==> src/rtl/bank_ptr_pkg.sv <==
// Constants for bank and page pointer address generation
package bank_ptr_pkg;
  localparam int          BANK_MSB        = 15;
  localparam int          BANK_LSB        = 11;
  localparam int          PAGE_MSB        = 10;
  localparam int          PAGE_LSB        = 8;
  localparam logic [4:0]  BANK_RESET      = 5'h00;
  localparam logic [2:0]  PAGE_RESET      = 3'h0;
  localparam logic [7:0]  CCR_RESET       = 8'h30;
  localparam logic [7:0]  GREG_HIGH       = 8'h01;
  localparam logic [15:0] MIRROR_ADDR     = 16'h0078;
  localparam logic [15:0] HOLE_LO         = 16'h0080;
  localparam logic [15:0] HOLE_HI         = 16'h008f;
  // Direct addressing instruction classes
  typedef enum logic [3:0] {
    OP_CLRB  = 4'h0, OP_SETB = 4'h1, OP_BBC  = 4'h2, OP_BBS  = 4'h3,
    OP_MOVLD = 4'h4, OP_CMP  = 4'h5, OP_ADDC = 4'h6, OP_SUBC = 4'h7,
    OP_MOVST = 4'h8, OP_XOR  = 4'h9, OP_AND  = 4'ha, OP_OR   = 4'hb,
    OP_MOVIM = 4'hc, OP_CMPIM = 4'hd, OP_MOVWLD = 4'he, OP_MOVWST = 4'hf
  } dir_op_e;
endpackage

==> src/rtl/direct_page_map.sv <==
// Paged direct operand translation
`timescale 1ns/1ps
module direct_page_map (
  input  wire logic [7:0]  operand,    // Direct operand byte
  input  wire logic [2:0]  page_sel,   // Page selector value
  output logic      [15:0] addr,       // Mapped address
  output logic             hole        // Operand falls in unreachable gap
);
  // Low half passes; upper half goes to window 0x80*(page+1)
  wire       upper = operand[7];
  wire [3:0] win   = {1'b0, page_sel} + 4'h1;
  assign addr = upper && (page_sel != 3'h0) ? {5'h00, win, operand[6:0]}
                                            : {8'h00, operand};
  assign hole = upper && (page_sel == 3'h0) && (operand[6:4] == 3'h0);
endmodule // direct_page_map

==> src/rtl/bank_pointer_address_gen.sv <==
// Status word pointer fields and register or direct address generation
`timescale 1ns/1ps
module bank_pointer_address_gen (
  input  wire logic        mclk,          // Clock
  input  wire logic        rst_n,         // Synchronous reset, active low
  input  wire logic        psw_load,      // Status word load from accumulator
  input  wire logic [15:0] acc_word,      // Accumulator word
  input  wire logic        ccr_we,        // Condition code update by execute
  input  wire logic [7:0]  ccr_in,        // New condition codes
  input  wire logic        data_we,       // Data byte write
  input  wire logic        data_re,       // Data byte read
  input  wire logic [15:0] data_addr,     // Data byte address
  input  wire logic [7:0]  data_wdata,    // Data write byte
  input  wire logic        greg_req,      // Register address request
  input  wire logic [2:0]  opcode_low,    // Low three opcode bits
  input  wire logic        dir_req,       // Direct address request
  input  wire logic [3:0]  dir_op,        // Direct instruction class
  input  wire logic [7:0]  dir_operand,   // Direct operand byte
  output logic      [15:0] psw_q,         // Program status word
  output logic      [7:0]  mirror_rdata_q,// Mirror read data
  output logic             mirror_hit_q,  // Mirror read answered
  output logic      [15:0] greg_addr_q,   // Register area address
  output logic             greg_valid_q,  // Register address valid
  output logic      [15:0] dir_addr_q,    // Direct mapped address
  output logic             dir_valid_q,   // Direct address valid
  output logic             dir_fault_q    // Direct operand in gap, refused
);
  logic [4:0] bank_q;
  logic [2:0] page_q;
  logic [7:0] ccr_q;
  logic [15:0] map_addr;
  logic        map_hole;

  // Decode of mirror accesses and paged instruction classes
  wire mirror_wr = data_we && (data_addr == bank_ptr_pkg::MIRROR_ADDR);
  wire mirror_rd = data_re && (data_addr == bank_ptr_pkg::MIRROR_ADDR);
  wire paged_op  = (dir_op <= 4'(bank_ptr_pkg::OP_MOVWST));
  wire [15:0] psw_now = {bank_q, page_q, ccr_q};

  direct_page_map u_map (
    .operand  (dir_operand),
    .page_sel (page_q),
    .addr     (map_addr),
    .hole     (map_hole)
  );

  // Pointer fields; load wins over mirror write, condition codes untouched by mirror
  always_ff @(posedge mclk) begin
    if (!rst_n) begin
      bank_q <= bank_ptr_pkg::BANK_RESET;
      page_q <= bank_ptr_pkg::PAGE_RESET;
    end else if (psw_load) begin
      bank_q <= acc_word[bank_ptr_pkg::BANK_MSB:bank_ptr_pkg::BANK_LSB];
      page_q <= acc_word[bank_ptr_pkg::PAGE_MSB:bank_ptr_pkg::PAGE_LSB];
    end else if (mirror_wr) begin
      bank_q <= data_wdata[7:3];
      page_q <= data_wdata[2:0];
    end
  end

  // Condition code byte
  always_ff @(posedge mclk) begin
    if (!rst_n) ccr_q <= bank_ptr_pkg::CCR_RESET;
    else if (psw_load) ccr_q <= acc_word[7:0];
    else if (ccr_we) ccr_q <= ccr_in;
  end

  // Registered outputs: status word, mirror read, register and direct addresses
  always_ff @(posedge mclk) begin
    if (!rst_n) begin
      psw_q          <= {bank_ptr_pkg::BANK_RESET, bank_ptr_pkg::PAGE_RESET, bank_ptr_pkg::CCR_RESET};
      mirror_rdata_q <= 8'h00;
      mirror_hit_q   <= 1'b0;
      greg_addr_q    <= 16'h0000;
      greg_valid_q   <= 1'b0;
      dir_addr_q     <= 16'h0000;
      dir_valid_q    <= 1'b0;
      dir_fault_q    <= 1'b0;
    end else begin
      psw_q          <= psw_now;
      mirror_rdata_q <= mirror_rd ? {bank_q, page_q} : 8'h00;
      mirror_hit_q   <= mirror_rd;
      greg_addr_q    <= {bank_ptr_pkg::GREG_HIGH, bank_q, opcode_low};
      greg_valid_q   <= greg_req;
      dir_addr_q     <= paged_op ? map_addr : {8'h00, dir_operand};
      dir_valid_q    <= dir_req && !(paged_op && map_hole);
      dir_fault_q    <= dir_req && paged_op && map_hole;
    end
  end
endmodule // bank_pointer_address_gen

==> config.mk <==
export PLATFORM = sky130hd
export DESIGN_NAME = bank_pointer_address_gen
export DESIGN_NICKNAME = d
export VERILOG_FILES = /design/src/rtl/bank_ptr_pkg.sv /design/src/rtl/direct_page_map.sv /design/src/rtl/bank_pointer_address_gen.sv
export SDC_FILE = /design/constraint.sdc
export NUM_CORES = 1
export LEC_CHECK = 0
export BUFFER_PORTS_ARGS = -buffer_cell sky130_fd_sc_hd__clkbuf_2
export CAP_MARGIN = 25
export CORE_UTILIZATION = 26
export CTS_CLUSTER_DIAMETER = 200
export DETAILED_ROUTE_END_ITERATION = 7
export HOLD_SLACK_MARGIN = 0.03
export PLACE_DENSITY = 0.6
export SYNTH_ARGS = -nofsm -noshare
export SYNTH_HDL_FRONTEND = slang
export SYNTH_SLANG_ARGS = --single-unit
==> constraint.sdc <==
create_clock -name mclk -period 1.4 [get_ports mclk]
set_input_delay 0.14 -clock mclk [delete_from_list [all_inputs] [get_ports mclk]]
set_output_delay 0.14 -clock mclk [all_outputs]
set_load 0.03 [all_outputs]
==> flow_summary_export.csv <==
group,metric,value,unit
pwr,p_leak,1.57,nW
timing,worst_pin_slew,594,ps
die,die_h,92.3,µm
min_path,whs_endpoint,"ccr_q[1]",
min_path,hp-class,"primary input to flip-flop",
timing,finalSetupViolations,0,
clocking,cts.path.max_buffers,2,
die,die_width,92.3,µm
cells_and_area,layout-drive-gt1-share,41.1,%
routing,route.vias.total,1798,
synth,yosysTopAreaCell,"dfxtp_1",
synth,ys_warn_count,0,
clocking,insertion_delay,320,ps
setup_path,cp-start-kind,"primary input",
die,initial_core_util,27.1,%
cells_and_area,area_delta_synth_final,45.1,%
setup_path,crit_fanout,8,
synth,netlist_instances,205,
timing,timing.setup.tns,0,ps
routing,drc_errors,0,
synth,synth_top_family_by_area,"simple AND/OR/NAND/NOR gates",
die,fp-row-count,32,
synth,yosysSeqAreaShare,55.7,%
timing,fin_crit,1350,ps
setup_path,r2r_end,"dir_fault_q",
routing,final_antenna_net_count,0,
routing,drtIter0Drc,64,
routing,drt_wl_total,5000,µm
synth,synth-compound-area-share,5.84,%
synth,post_synth_mux_area_share,8.03,%
synth,synth_top_area_share,55.7,%
place,port_buffers,114,
synth,synth_seq_cells,59,
cells_and_area,diodes,0,
global_routing,antenna_found_initial,0,
setup_path,crit_path_end_kind,"flip-flop",
clocking,clockRootBuffer,"clkbuf_8",
synth,synth_fa_ha_area_share,1.18,%
timing,max_freq,742,MHz
setup_path,cp_cell_sequence,"clkbuf_2 -> or4_4 -> nor4_4 -> a21o_2 -> a221oi_1",
synth,syn_area_per_cell,10.3,µm²
global_routing,grt_overflow,0,
place,placed_area,2740,µm²
die,die_area,8520,µm²
run,maxCapViolCount,0,
timing,rsz0062_at_grt,"yes",
global_routing,grt_pass1_vias,1683,
setup_path,slowest_delay,540,ps
setup_path,path_buf_inv,1,
pwr,irDropWorstVdd,0.334,mV
global_routing,grt_usage,12.3,%
clocking,postCtsSetupBuffers,0,
synth,synth_area_leaders,"dfxtp_1 56%, and2_1 9.1%, mux2i_1 8.0%, buf_4 6.4%, nor2_1 4.6%",
clocking,clk_pin_slew,60,ps
synth,synthSimpleGateAreaFrac,20.5,%
clocking,cts_tree,"done",
timing,drv_slew,0,
synth,yosysUniqueCellTypes,25,
setup_path,crit_required,1570,ps
timing,hold_viol,0,
routing,first_pass_iters,4,
cells_and_area,nets,407,
setup_path,worst_path_dominant_cell_family,"simple AND/OR/NAND/NOR gates",
setup_path,r2r_start,"page_q[1]",
status,status,"complete, no violations",
synth,netlist_area,2120,µm²
pwr,power_density,1200,nW/µm²
timing,clock-skew-final,4.88,ps
clocking,cts_inserted_buffers,9,
routing,wire_per_inst,11.4,µm
die,ioPinCount,131,
min_path,min_from,"acc_word[1]",
timing,period_share,96.2,%
place,dpl.hpwl,3710,µm
routing,viasPerCell,4.09,
setup_path,cp_data_arrival_time,1510,ps
setup_path,ff2ff_setup_slack,190,ps
global_routing,grt_pass1_wl,7740,µm
timing,max_slew_margin,60.4,%
clocking,h-tree-depth,3,
cells_and_area,stdcell_area,3080,µm²
place,gp_congestion,0.757,
min_path,holdPathStages,3,
setup_path,critPathKind,"primary input to flip-flop",
synth,synth_xor_area_share,0,%
setup_path,critPathSlowestCell,"or4_4",
global_routing,grt_max_degree,23,
clocking,cts.sinks,59,
die,coreArea,7810,µm²
setup_path,r2r_cells,5,
worst max path at each step:
stage            startpoint                 to  slack, ps  depth (start not counted)
2_1_floorplan  data_addr[9]          bank_q[0]        -40                          4
3_3_place_gp   data_addr[9]  mirror_rdata_q[5]       -260                          5
3_5_place_dp   data_addr[9]  mirror_rdata_q[3]       -290                          5
4_1_cts        data_addr[9]  mirror_rdata_q[0]         70                          5
5_1_grt        data_addr[9]          bank_q[3]        -10                          5
6_report       data_addr[9]          bank_q[4]         50                          5
cells in the final DEF (no fill, tap or decap), drive strengths merged, types with 4 or more instances in the layout:
master	instances
and2	31
conb	12
dfxtp	59
a221oi	8
a21oi	7
clkbuf	127
mux2i	17
inv	4
dlygate4sd3	14
buf	5
nand2b	4
nand2	8
nor2	26
where the power goes:
part | internal (W) | switching, W
combinational | 0.000215 | 0.000310
sequential | 0.00176 | 0.0000289
clock | 0.000772 | 0.000598
routing by layer:
layer  wire length, µm  global-route usage (%)
met5                 0                       0
met3               334                    2.55
met1              2230                    14.4
met2              2340                    20.6
met4                93                    7.03
synth_stat cells:
cell,number
dfxtp_1,59
and2_1,31
nor2_1,26
buf_4,18
mux2i_1,17
a221oi_1,8
a21oi_1,7
clkbuf_1,7
nand2_1,7
inv_1,4
nand2b_1,4
and3_1,2
ha_1,2
o21ai_0,2
a21o_2,1
and4_1,1
buf_1,1
conb_1,1
nand2_2,1
nand4b_1,1
nor4_1,1
nor4_4,1
or4_1,1
or4_4,1
or4b_1,1
stage by stage:
step / hold slack [ps] / cells / utilization (%) / total power (W) / worst slack, ps
6_report: 51.2 / 440 / 39.4 / 0.00368 / 52.8
5_1_grt: 52.6 / 440 / 39.4 / 0.00387 / -9.76
4_1_cts: 34.3 / 440 / 39.2 / 0.00374 / 67.3
3_5_place_dp: 353 / 411 / 35.1 / 0.00232 / -287
3_3_place_gp: 349 / 411 / 35.1 / 0.00231 / -256
2_1_floorplan: 168 / 216 / - / 0.00216 / -43.6
sequential cells by signal, indices dropped and copies added, names as in the netlist:
register,count
dir_valid_q,1
dir_addr_q,11
psw_q,16
page_q,3
greg_valid_q,1
bank_q,5
ccr_q,8
mirror_hit_q,1
greg_addr_q,4
mirror_rdata_q,8
dir_fault_q,1
repair_timing:
action / in CTS / in global routing
gates resized for setup: 0 / 3
endpoints found under the setup margin: 0 / 12
hold buffers: 14 / 0
endpoints found under the hold margin: 14 / 0
area by class of cell:
cell class / instances / area, µm²
clock buffer: 13 / 169
tap: 102 / 128
inverter: 4 / 15.0
timing repair buffer: 133 / 761
fill: 802 / 4730
sequential: 59 / 1180
multi-input combinational: 127 / 812
clock inverter: 2 / 10.0
kinds of logic (layout without fill, tap and decap cells):
kind of cell,after synthesis,in the layout
AO/OA/AOI/OAI,18,18
other,1,12
buffers and inverters,30,152
AND/OR/NAND/NOR,78,78
multiplexers,17,17
adder cells (fa/ha/maj),2,2
flip-flops,59,59
worst register-to-register path, cell delays in order, from the launching register on:
cell	delay, ps
dfxtp_1	310
inv_1	80
ha_1	160
nand2b_1	110
nor4_1	320
and3_1	190
No activity file was read; power rests on OpenSTA's default activity.
